<file path="src/design/uhcs_pkg.sv">
// Package of constants and types for the host command and status block
package uhcs_pkg;
   // Register map (byte offsets)
   localparam logic [11:0] UHCS_CMDSTAT_OFS   = 12'h008; // Command and status
   localparam logic [11:0] UHCS_EVSTAT_OFS    = 12'h00C; // Event status flags
   localparam logic [11:0] UHCS_LISTCTL_OFS   = 12'h010; // List engine status
   // Command and status field positions
   localparam int          UHCS_SRST_BIT      = 0;       // Soft reset request
   localparam int          UHCS_CLF_BIT       = 1;       // Control list filled
   localparam int          UHCS_BLF_BIT       = 2;       // Bulk list filled
   localparam int          UHCS_OCR_BIT       = 3;       // Ownership request
   localparam int          UHCS_SOC_LO        = 16;      // Overrun count low
   localparam int          UHCS_SOC_HI        = 17;      // Overrun count high
   // Event status field positions
   localparam int          UHCS_EV_SO_BIT     = 0;       // Overrun event
   localparam int          UHCS_EV_OC_BIT     = 30;      // Ownership event
   // Reset values
   localparam logic [1:0]  UHCS_SOC_RST       = 2'h0;    // Counter reset
   localparam logic [31:0] UHCS_ZERO          = 32'h0000_0000;
   // Soft reset timing
   localparam int          UHCS_CLK_MHZ       = 100;     // pclk rate
   localparam int          UHCS_SRST_MAX_US   = 10;      // Longest soft reset
   localparam int          UHCS_SRST_CYC      =
      UHCS_SRST_MAX_US * UHCS_CLK_MHZ;                   // Exact, 1000 cycles
   localparam logic [31:0] UHCS_BAD_ADDR_DATA = 32'h0000_0000;
   // List walker states
   typedef enum logic [1:0] {
      UHCS_L_IDLE = 2'b00,   // Waiting at list head
      UHCS_L_RUN  = 2'b01,   // Walking the list
      UHCS_L_DONE = 2'b10    // List finished this pass
   } uhcs_lst_t;
endpackage : uhcs_pkg

</file>
<file path="src/design/uhcs_list_if.sv">
// Interface joining the main block to its list walkers
`timescale 1ns/10ps
interface uhcs_list_if;
   logic head;     // Walker reached head of list
   logic td_found; // Walker saw a transfer descriptor
   logic pass_end; // Pass over list finished
   logic filled;   // Current filled bit
   logic start;    // Walker starts processing (clears bit)
   logic busy;     // Walker is processing
   modport walker (input head, input td_found, input pass_end,
                   input filled, output start, output busy);
   modport owner  (output head, output td_found, output pass_end,
                   output filled, input start, input busy);
endinterface : uhcs_list_if

</file>
<file path="src/design/uhcs_cmd_status.sv">
// Host command and status register block with APB slave
`timescale 1ns/10ps
module uhcs_cmd_status
   import uhcs_pkg::*;
#(
   parameter int SRST_CYC = UHCS_SRST_CYC // Soft reset length in cycles
)(
   input  wire logic        pclk,          // APB clock, 100 MHz
   input  wire logic        presetn,       // Async reset, active low
   // Register port
   input  wire logic        psel,          // APB select
   input  wire logic        penable,       // APB access phase
   input  wire logic        pwrite,        // APB write
   input  wire logic [11:0] paddr,         // APB byte address
   input  wire logic [31:0] pwdata,        // APB write data
   input  wire logic [3:0]  pstrb,         // APB byte strobes
   output logic      [31:0] prdata,        // APB read data
   output logic             pready,        // APB ready
   output logic             pslverr,       // APB error
   // Frame timing and list walker signals
   input  wire logic        frame_eof,     // End-of-frame point pulse
   input  wire logic        periodic_done, // Periodic list finished
   input  wire logic        ownership_done,// Ownership change taken
   input  wire logic        bulk_head,     // Bulk walker at list head
   input  wire logic        bulk_td,       // Bulk TD detected
   input  wire logic        bulk_end,      // Bulk pass finished
   input  wire logic        ctrl_head,     // Control walker at head
   input  wire logic        ctrl_td,       // Control TD detected
   input  wire logic        ctrl_end,      // Control pass finished
   output logic             bulk_busy,     // Bulk list being processed
   output logic             ctrl_busy,     // Control list processed
   output logic             periodic_overrun, // Overrun pulse
   output logic             ownership_change_event, // Ownership flag
   output logic             soft_reset_active // Soft reset running
);
   // Refuse soft reset lengths the timer cannot serve: below three
   // cycles its countdown would underflow, above the limit the request
   // bit would outlive the longest soft reset the driver may wait for
   if (SRST_CYC < 3 || SRST_CYC > UHCS_SRST_CYC) begin : g_bad_srst
      $error("SRST_CYC out of range");
   end

   // All state lives in one packed struct: one comb process builds the
   // next copy and one flip-flop process stores it, so every bit shares
   // the same asynchronous reset and none can be left out of it
   // Register state of the block
   typedef struct packed {
      logic [1:0] soc;      // Overrun counter
      logic       ownership_change_request;      // Ownership change request
      logic       bulk_list_filled;      // Bulk list filled
      logic       control_list_filled;      // Control list filled
      logic       srst;     // Soft reset request
      logic       ev_so;    // Overrun event flag
      logic       ev_oc;    // Ownership event flag
      logic       per_done; // Periodic list done this frame
      logic       ovr;      // Overrun pulse
      logic [31:0] rdata;   // Read data register
   } uhcs_st_t;

   uhcs_st_t s_r;   // Registered state
   uhcs_st_t s_nxt; // Next state

   // One handshake interface per asynchronous list
   uhcs_list_if bulk_if ();  // Bulk walker link
   uhcs_list_if ctrl_if ();  // Control walker link
   logic        srst_done;   // Soft reset completed
   logic        srst_act;    // Soft reset running
   logic        wr_acc;      // APB write access
   logic        rd_acc;      // APB read access
   logic        hit_cmd;     // Address hits command register
   logic        hit_ev;      // Address hits event register
   logic        hit_lst;     // Address hits list status
   logic [31:0] cmd_view;    // Command register as read
   logic [31:0] ev_view;     // Event register as read
   logic        wr_lo;       // Low byte written
   // The filled bits stay here rather than in the walkers, since
   // software and the walkers may all write them in the same cycle

   // Walker hookups; heads are masked while the soft reset runs so that
   // no list starts on state that is about to be cleared
   assign bulk_if.head     = bulk_head && !srst_act;
   assign bulk_if.td_found = bulk_td;
   assign bulk_if.pass_end = bulk_end;
   assign bulk_if.filled   = s_r.bulk_list_filled;
   assign ctrl_if.head     = ctrl_head && !srst_act;
   assign ctrl_if.td_found = ctrl_td;
   assign ctrl_if.pass_end = ctrl_end;
   assign ctrl_if.filled   = s_r.control_list_filled;

   uhcs_list_walk u_bulk (
      .pclk    (pclk),
      .presetn (presetn),
      .lst     (bulk_if)
   );

   uhcs_list_walk u_ctrl (
      .pclk    (pclk),
      .presetn (presetn),
      .lst     (ctrl_if)
   );

   uhcs_srst_timer #(
      .SRST_CYC (SRST_CYC)
   ) u_srst (
      .pclk    (pclk),
      .presetn (presetn),
      .req     (s_r.srst),
      .active  (srst_act),
      .done    (srst_done)
   );

   // Single-cycle access: ready always, errors on unmapped words.
   // Every transfer is setup plus one access cycle; reads are captured
   // at setup, writes land at the access edge
   assign wr_acc  = psel && penable && pwrite;
   assign rd_acc  = psel && !penable && !pwrite;
   assign wr_lo   = pstrb[0];

   // Address decode on the full byte address; a partial decode would
   // alias unmapped words onto the live registers
   always_comb begin
      // Nothing is hit unless one compare matches
      hit_cmd = 1'b0;
      hit_ev  = 1'b0;
      hit_lst = 1'b0;
      if (paddr == UHCS_CMDSTAT_OFS) begin
         hit_cmd = 1'b1;
      end else if (paddr == UHCS_EVSTAT_OFS) begin
         hit_ev = 1'b1;
      end else if (paddr == UHCS_LISTCTL_OFS) begin
         hit_lst = 1'b1;
      end
   end

   // Read views; reserved bits are zero. Built from registered state
   // only, so a read never disturbs what it reports
   always_comb begin
      cmd_view = UHCS_ZERO;
      cmd_view[UHCS_SOC_HI:UHCS_SOC_LO] = s_r.soc;
      cmd_view[UHCS_OCR_BIT]  = s_r.ownership_change_request;
      cmd_view[UHCS_BLF_BIT]  = s_r.bulk_list_filled;
      cmd_view[UHCS_CLF_BIT]  = s_r.control_list_filled;
      cmd_view[UHCS_SRST_BIT] = s_r.srst;
      // Event view: only the two flags this block owns
      ev_view = UHCS_ZERO;
      ev_view[UHCS_EV_SO_BIT] = s_r.ev_so;
      ev_view[UHCS_EV_OC_BIT] = s_r.ev_oc;
   end

   // Next-state logic for all command and event bits
   always_comb begin
      s_nxt     = s_r;
      s_nxt.ovr = 1'b0;
      // Track periodic completion within the frame; per_done keeps a
      // completion seen earlier until the frame ends
      if (periodic_done) begin
         s_nxt.per_done = 1'b1;
      end

      // Overrun: periodic work still open at EOF. A completion pulse in
      // the same cycle as EOF still counts as finished in time
      if (frame_eof) begin
         s_nxt.per_done = 1'b0;
         if (!(s_r.per_done || periodic_done)) begin
            s_nxt.ovr   = 1'b1;
            s_nxt.soc   = s_r.soc + 2'h1;
         end
      end

      // Software writes: write 1 sets, 0 leaves. Command bits sit in
      // the low byte, so only that strobe lets them through
      if (wr_acc && hit_cmd && wr_lo) begin
         if (pwdata[UHCS_OCR_BIT]) begin
            s_nxt.ownership_change_request = 1'b1;
         end
         if (pwdata[UHCS_BLF_BIT]) begin
            s_nxt.bulk_list_filled = 1'b1;
         end
         if (pwdata[UHCS_CLF_BIT]) begin
            s_nxt.control_list_filled = 1'b1;
         end
         if (pwdata[UHCS_SRST_BIT]) begin
            s_nxt.srst = 1'b1;
         end
         // Counter bits are not writable
      end

      // Ownership change taken: clear the request
      if (ownership_done && s_r.ownership_change_request) begin
         s_nxt.ownership_change_request = 1'b0;
      end
      // A new request in the same cycle as the change wins over the clear
      if (wr_acc && hit_cmd && wr_lo && pwdata[UHCS_OCR_BIT]) begin
         s_nxt.ownership_change_request = 1'b1;
      end

      // List start clears filled; found TD sets again, set wins.
      // The software set comes last so a new descriptor is never lost
      if (bulk_if.start) begin
         s_nxt.bulk_list_filled = 1'b0;
      end
      if (bulk_if.busy && bulk_if.td_found) begin
         s_nxt.bulk_list_filled = 1'b1;
      end
      if (wr_acc && hit_cmd && wr_lo && pwdata[UHCS_BLF_BIT]) begin
         s_nxt.bulk_list_filled = 1'b1;
      end
      if (ctrl_if.start) begin
         s_nxt.control_list_filled = 1'b0;
      end
      if (ctrl_if.busy && ctrl_if.td_found) begin
         s_nxt.control_list_filled = 1'b1;
      end
      if (wr_acc && hit_cmd && wr_lo && pwdata[UHCS_CLF_BIT]) begin
         s_nxt.control_list_filled = 1'b1;
      end

      // Soft reset finished: clear request and command state. The overrun
      // counter and the event flags survive it; software clears the flags,
      // only the hardware reset clears the counter
      if (srst_done) begin
         s_nxt.srst = 1'b0;
         s_nxt.bulk_list_filled  = 1'b0;
         s_nxt.control_list_filled  = 1'b0;
         s_nxt.ownership_change_request  = 1'b0;
      end

      // Event flags: write 1 clears, hardware set wins
      // Each flag clears only with its own byte strobe
      if (wr_acc && hit_ev && pwdata[UHCS_EV_SO_BIT] && pstrb[0]) begin
         s_nxt.ev_so = 1'b0;
      end
      if (wr_acc && hit_ev && pwdata[UHCS_EV_OC_BIT] && pstrb[3]) begin
         s_nxt.ev_oc = 1'b0;
      end
      if (s_nxt.ovr) begin
         s_nxt.ev_so = 1'b1;
      end
      if (s_r.ownership_change_request) begin
         s_nxt.ev_oc = 1'b1;
      end

      // Read data captured in setup so it stands in the access phase;
      // unmapped words read as a fixed pattern and raise pslverr
      if (rd_acc) begin
         if (hit_cmd) begin
            s_nxt.rdata = cmd_view;
         end else if (hit_ev) begin
            s_nxt.rdata = ev_view;
         end else if (hit_lst) begin
            s_nxt.rdata = {29'h0, srst_act, ctrl_if.busy, bulk_if.busy};
         end else begin
            s_nxt.rdata = UHCS_BAD_ADDR_DATA;
         end
      end
   end

   // Outputs; pslverr is combinational and only has meaning in the
   // access phase, while prdata comes from a flip-flop
   assign prdata  = s_r.rdata;
   assign pready  = 1'b1;
   assign pslverr = psel && penable && !(hit_cmd || hit_ev || hit_lst);
   assign bulk_busy              = bulk_if.busy;
   assign ctrl_busy              = ctrl_if.busy;
   assign periodic_overrun       = s_r.ovr;
   assign ownership_change_event = s_r.ev_oc;
   assign soft_reset_active      = srst_act;

   // State register; the counter reset is named on its own so that its
   // value stays visible beside the all-zero reset of the rest
   always_ff @(posedge pclk or negedge presetn) begin
      if (!presetn) begin
         s_r     <= '0;
         s_r.soc <= UHCS_SOC_RST;
      end else begin
         s_r <= s_nxt;
      end
   end
endmodule : uhcs_cmd_status

</file>
<file path="src/design/uhcs_list_walk.sv">
// Gate for one async list: waits on filled, clears it on start
`timescale 1ns/10ps
module uhcs_list_walk
   import uhcs_pkg::*;
(
   input  wire logic   pclk,    // System clock
   input  wire logic   presetn, // Async reset, active low
   uhcs_list_if.walker lst      // List handshake
);
   typedef struct packed {
      uhcs_lst_t st; // Walker state
   } uhcs_walk_t;

   uhcs_walk_t s_r;   // Registered state
   uhcs_walk_t s_nxt; // Next state

   // Start only at the head with the filled bit set
   always_comb begin
      s_nxt = s_r;
      case (s_r.st)
         UHCS_L_IDLE: begin
            if (lst.head && lst.filled) begin
               s_nxt.st = UHCS_L_RUN;
            end
         end
         UHCS_L_RUN: begin
            if (lst.pass_end) begin
               s_nxt.st = UHCS_L_DONE;
            end
         end
         default: begin
            s_nxt.st = UHCS_L_IDLE;
         end
      endcase
   end

   // Start pulse clears the filled bit in the owner
   assign lst.start = (s_r.st == UHCS_L_IDLE) && lst.head && lst.filled;
   assign lst.busy  = (s_r.st == UHCS_L_RUN);

   // State register
   always_ff @(posedge pclk or negedge presetn) begin
      if (!presetn) begin
         s_r.st <= UHCS_L_IDLE;
      end else begin
         s_r <= s_nxt;
      end
   end
endmodule : uhcs_list_walk

</file>
<file path="src/design/uhcs_srst_timer.sv">
// Soft reset sequencer, bounded to the longest allowed time
`timescale 1ns/10ps
module uhcs_srst_timer
   import uhcs_pkg::*;
#(
   parameter int SRST_CYC = UHCS_SRST_CYC // Cycles the reset takes
)(
   input  wire logic pclk,     // System clock
   input  wire logic presetn,  // Async reset, active low
   input  wire logic req,      // Soft reset requested
   output logic      active,   // Soft reset in progress
   output logic      done      // One-cycle completion pulse
);
   // Below three cycles the countdown would underflow
   if (SRST_CYC < 3 || SRST_CYC > UHCS_SRST_CYC) begin : g_bad_cyc
      $error("SRST_CYC out of range");
   end

   typedef struct packed {
      logic [15:0] cnt; // Remaining cycles
      logic        act; // Running
      logic        dn;  // Done pulse
   } uhcs_tmr_t;

   uhcs_tmr_t t_r;   // Registered state
   uhcs_tmr_t t_nxt; // Next state

   // Count down; done comes in the last of the SRST_CYC cycles the request bit stands
   always_comb begin
      t_nxt    = t_r;
      t_nxt.dn = 1'b0;
      if (t_r.act) begin
         if (t_r.cnt == 16'h0000) begin
            t_nxt.act = 1'b0;
            t_nxt.dn  = 1'b1;
         end else begin
            t_nxt.cnt = t_r.cnt - 16'h0001;
         end
      end else if (req && !t_r.dn) begin
         t_nxt.act = 1'b1;
         // Request bit then stands exactly SRST_CYC cycles
         t_nxt.cnt = 16'(SRST_CYC - 3);
      end
   end

   assign active = t_r.act;
   assign done   = t_r.dn;

   // State register
   always_ff @(posedge pclk or negedge presetn) begin
      if (!presetn) begin
         t_r <= '0;
      end else begin
         t_r <= t_nxt;
      end
   end
endmodule : uhcs_srst_timer

</file>
<file path="config.mk">
export PLATFORM = sky130hd
export DESIGN_NAME = uhcs_cmd_status
export DESIGN_NICKNAME = d
export VERILOG_FILES = /design/src/design/uhcs_pkg.sv /design/src/design/uhcs_list_if.sv /design/src/design/uhcs_cmd_status.sv /design/src/design/uhcs_list_walk.sv /design/src/design/uhcs_srst_timer.sv
export SDC_FILE = /design/constraint.sdc
export NUM_CORES = 1
export LEC_CHECK = 0
export BUFFER_PORTS_ARGS = -buffer_cell sky130_fd_sc_hd__buf_2
export CORE_AREA = 2 2 78 80
export CTS_CLUSTER_DIAMETER = 80
export DETAILED_ROUTE_END_ITERATION = 8
export DIE_AREA = 0 0 80 82
export GPL_ROUTABILITY_DRIVEN = 0
export PLACE_DENSITY = 0.72
export SYNTH_ARGS = -nofsm -noshare
export SYNTH_HDL_FRONTEND = slang
export SYNTH_SLANG_ARGS = --single-unit
</file>
<file path="constraint.sdc">
create_clock -name pclk -period 1.8 [get_ports pclk]
set_input_delay 0.18 -clock pclk [delete_from_list [all_inputs] [get_ports pclk]]
set_output_delay 0.18 -clock pclk [all_outputs]
set_load 0.02 [all_outputs]
</file>
; Word level (Yosys, flattened, before mapping)
; Cells that the tools add are included.
[word_totals]
ff_bits = 64
inputBits = 62
out_inout_bits = 39
wordCells = 127
[op_classes]
n_addsub = 2
n_eq_ne = 10
muxes = 41
bitwise_logic = 1
n_reduce_logical = 58
[op_table]
columns = operator, count
row1 = two-way mux 31 bit, 2
row2 = two-way mux 17 bit, 2
row3 = logical AND 1 bit, 27
row4 = two-way mux 1 bit, 25
row5 = equality test 12 x 4 -> 1 bit (second input constant), 2
row6 = nonzero test 5 bit, 4
row7 = zero test 16 bit, 1
row8 = two-way mux 16 bit, 1
row9 = AND reduction 2 bit, 8
row10 = subtractor 16 x 1 -> 16 bit (second input constant), 1
row11 = equality test 12 x 5 -> 1 bit (second input constant), 1
row12 = two-way mux 2 bit, 6
row13 = nonzero test 2 bit, 6
row14 = two-way mux 4 bit, 2
row15 = one-hot mux 2 bit (2 select lines), 2
row16 = nonzero test 4 bit, 2
row17 = inequality test 2 bit (second input constant), 3
row18 = zero test 1 bit, 5
row19 = equality test 2 x 1 -> 1 bit (second input constant), 2
row20 = zero test 2 bit, 2
row21 = inequality test 2 x 1 -> 1 bit (second input constant), 2
row22 = logical OR 1 bit, 3
row23 = two-way mux 3 bit, 1
row24 = adder 2 x 1 -> 2 bit (second input constant), 1
row25 = NOT 1 bit, 1

; Depth between registers and ports, before layout
[logic_depth]
word_depth = 9
ltp_mapped = 7
depth_no_buf = 6

; Hierarchy
; Synthesis repeated with hierarchy kept, for this count alone.
[unflattened]
hier_cells = 245
hier_area_um2 = 2297.2
[by_module_without_submodules]
columns = mod, instances, cells_per_inst, area_per_inst_um2, seq_area_each_um2
row1 = uhcs_cmd_status, 1, 116, 1097.3, 425.4
row2 = uhcs_srst_timer, 1, 113, 1024.7, 450.4
row3 = uhcs_list_walk, 2, 8, 87.6, 50.0

; Least setup slack after synthesis
; Ideal clock, no wire load.
[synth_timing]
path_kind = reg-to-reg
from = register u_srst.t_r[2] (netlist bit)
to = register u_srst.t_r[4] (netlist bit)
setup_time_ns = 0.135
arrival_ns = 1.611
t_required_ns = 1.665
path_slack_ns = 0.054
path_stages_with_launch = 7
n_path_buf = 0
period_less_slack_ns = 1.746
cell_sequence = dfrtp_1 -> inv_1 -> ha_1 -> nor4b_1 -> nand4_1 -> a311oi_1 -> a31oi_1
[synth_between]
elab_chain_cells = 3
word_cells_on_any_way = 6
cone_classes = add/sub: 1 / eq/ne: 1 / mux: 2 / reduce/logical: 2
[synth_lines]
columns = item, line_no
row1 = "start, declared", uhcs_srst_timer.sv:25  ; uhcs_tmr_t t_r;
row2 = "start signal, assigned", uhcs_srst_timer.sv:54  ; t_r <= t_nxt;
row3 = subtractor 16 x 1 -> 16 bit or zero test 16 bit (tied branches), "uhcs_srst_timer.sv:37, uhcs_srst_timer.sv:33"
row4 = two-way mux 16 bit or inequality test 2 bit (tied branches), -
row5 = two-way mux 17 bit or AND reduction 2 bit (tied branches), -
; Several ways; a longest one is shown, not always the timed one. The select of a mux whose other input is x is not followed.
; A chain may end at the register's enable or synchronous reset.

; Worst setup path in the final report
[layout_timing]
from = register u_srst.t_r[4] (netlist bit)
to = register u_srst.t_r[16] (netlist bit)
; The elaborated chain is that of the path after synthesis.

==> flow_summary.ini <==
[sta]
rsz0062_at_grt = true
hold_viol = 0
fin_skew_ns = 0.00621
post-route-period-util_pct = 99.8
fin_crit_ns = 1.80
slew_violations = 0
clock.fmax_mhz = 556
setup_viol = 0

[detailed_routing]
wire_per_inst_um = 13.1
first_pass_iters = 4
antenna_left = 0
vias = 1878
drc_errors = 0
first_iter_violations = 126
wirelength_um = 4920
vias_per_cell = 5.01

[worst_setup_path]
worstPathRequired_ns = 2.02
start_kind = flip-flop
crit_path_max_incr_delay_ns = 0.54
arrival_ns = 2.02
crit_type = flip-flop to flip-flop
cp_max_fo = 4
path_cells = buf_4, and4bb_2, nand3_2, or4b_4, a21oi_2
cp-end-kind = flip-flop
critPathSlowestCell = or4b_4

[synthesis]
yosys-top-cells-area = dfrtp_1, buf_4, nor2_1
synth_warnings = 0
yosys_register_bits = 39
yosys.area.top_type_share_pct = 44.3
yosysMostFrequentCell = dfrtp_1
async_flop_share_pct = 100
synth_common_cells = dfrtp_1, buf_4, nor2_1, nand2_1
synthCells = 232
yosysTopAreaCell = dfrtp_1
avgSynthCellArea_um2 = 9.50
synth_cell_type_count = 42
yosys_most_used_dff = dfrtp_1
syn_area_um2 = 2200
yosysSeqAreaShare_pct = 44.3
synth-edff-count = 0

[layout]
num-fill-cells = 561
multiInputGateArea_um2 = 1080
layout-drive-gt1-share_pct = 31.3
area_growth_pct = 23.4
final_util_pct = 47.3
postLayoutCellArea_um2 = 2720
seqCellArea_um2 = 976
antenna_cells = 0
layout.nets = 363

[cts]
clk_latency_ns = 0.29
cts_buffers = 5
path_clk_slew_ns = 0.08
htreeDepth = 2
clock_sinks = 39
cts-root-buf = clkbuf_8
cts_tree = built
clockBufferDepth = 2

[hold_path]
hold_class = input port to flip-flop

[floorplan]
core_area_um2 = 5750
num_io_pins = 101
start_util_pct = 38.3
rows = 28
die_y_um = 82
die-width_um = 80
die-area_um2 = 6560

[global_routing]
grt_antenna_before_repair = 0
grt_usage_pct = 15.4
grt_pass1_wl_um = 7920
grt_max_degree = 40
globalRouteOverflowTotal = 0
grt_pass1_vias = 1739

[power_and_ir_drop]
switching_power_mw = 0.499
p_leak_nw = 1.36
clkPwrFrac_pct = 33.4
switching_share_pct = 28.2
irDropWorstVdd_mv = 0.256
p_seq_share_pct = 52.8
pwr_density_cell_nw_per_um2 = 652
internal_power_mw = 1.27
combPwrFrac_pct = 13.9

[placement]
port_buffers = 45
place_area_um2 = 2500
dp_hpwl_um = 3520

[run]
drv_cap = 0

[outcome]
run_status = finished, final reports clean
## final timing paths
check,end,cells past startpoint,startpoint,slack (ns)
hold / removal,s_r[33],2,frame_eof,0.08
setup reg to reg,u_srst.t_r[16],5,u_srst.t_r[4],0.003
setup / recovery,u_srst.t_r[16],5,u_srst.t_r[4],0.003
min in group asynchronous,prdata[3],3,presetn,0.48
max in group asynchronous,u_srst.t_r[7],3,presetn,0.97
hold reg to reg,u_ctrl.s_r[0],1,u_ctrl.s_r[1],0.48
## power groups by stage
stage	combinational, mW	clock, mW	sequential [mW]
2_1_floorplan	0.169	0	0.943
3_3_place_gp	0.221	0	0.950
3_5_place_dp	0.225	0	0.951
4_1_cts	0.230	0.600	0.933
5_1_grt	0.273	0.642	0.939
6_report	0.246	0.592	0.936
## state kept, by name, summed over array words and instances (netlist names)
signal / flops
cmd_view: 4
ownership_change_event: 1
s_r: 1
u_srst.active: 1
bulk_if.filled: 1
prdata: 7
periodic_overrun: 1
ev_view: 1
ctrl_if.filled: 1
u_bulk.s_r: 2
u_ctrl.s_r: 2
u_srst.t_r: 16
u_srst.done: 1
## layout make-up
cell class	count	area share (%)
clock buffers	5	2.53
clock inverters	3	0.736
inverters	10	1.38
multi-input cells	171	39.8
flip-flops and latches	39	35.9
well taps	75	3.45
repair buffers	72	16.2
## layer usage
metal	GRT usage [%]	routed length, um	part of all wire [%]
met3	3.85	230	4.7
met5	0	0	0
met2	25.3	2450	50
met4	4.92	53	1.1
met1	20.1	2190	45
## metrics by stage
step           TNS, ns  setup WS (ns)  hold WS (ns)  power [mW]  instances
2_1_floorplan        0         0.0542        -0.116        1.11        256
4_1_cts        -0.0132        -0.0132        0.0776        1.76        369
3_3_place_gp         0        0.00616         0.263        1.17        360
5_1_grt         -0.189        -0.0677        0.0764        1.85        375
6_report             0        0.00297        0.0789        1.77        375
3_5_place_dp   -0.0314        -0.0314         0.266        1.18        360
## critical path: cells and delay by family (launching register included)
family,cells,cell delay [ns]
DFF,1,0.46
and+or+nand+nor,3,0.95
AOI/OAI and AO/OA,1,0.14
buffers and inverters,1,0.18
## cells in the final DEF (no fill, tap or decap), types with 2 or more instances in the layout
master / Yosys / routed
a21oi_1: 10 / 8
o31ai_1: 2 / 2
nand3_1: 10 / 10
a221o_1: 2 / 2
inv_1: 10 / 8
clkbuf_8: 0 / 5
nor4_4: 1 / 2
nand2b_1: 5 / 5
a31oi_1: 6 / 6
nor2_1: 17 / 17
inv_2: 0 / 2
o211ai_1: 2 / 2
or3_1: 4 / 4
nor3_1: 7 / 7
and4_1: 4 / 4
nor3b_1: 3 / 3
mux2i_1: 6 / 6
nor2b_1: 6 / 6
dfrtp_1: 39 / 39
a22o_1: 3 / 3
nor4_1: 5 / 5
clkinvlp_4: 0 / 2
conb_1: 2 / 26
buf_4: 34 / 23
o21ai_0: 9 / 8
a21oi_2: 0 / 2
nand4_1: 6 / 6
buf_2: 0 / 45
xnor2_1: 2 / 2
buf_6: 0 / 3
o21ai_1: 2 / 3
nand2_1: 15 / 15
## repair_timing
| action | 4_1_cts | 5_1_grt |
|---|---|---|
| endpoints found under the hold margin | 39 | 0 |
| setup endpoints to repair | 3 | 10 |
| buffers inserted | 0 | 6 |
| hold buffers | 1 | 0 |
| resized for setup | 2 | 15 |
| pin swaps | 1 | 6 |
## cells by family (layout without fill, tap and decap cells)
family	count (synthesis)	in the layout	share of synthesized area, %
multiplexers	6	6	2.73
AND/OR/NAND/NOR	95	95	25.6
flip-flops	39	39	44.3
buffers and inverters	46	90	13.6
AO/OA/AOI/OAI	40	40	11.5
adder cells (fa/ha/maj)	2	2	1.14
XOR/XNOR	2	2	0.795
other	2	26	0.341
No activity file was read; power rests on OpenSTA's default activity.
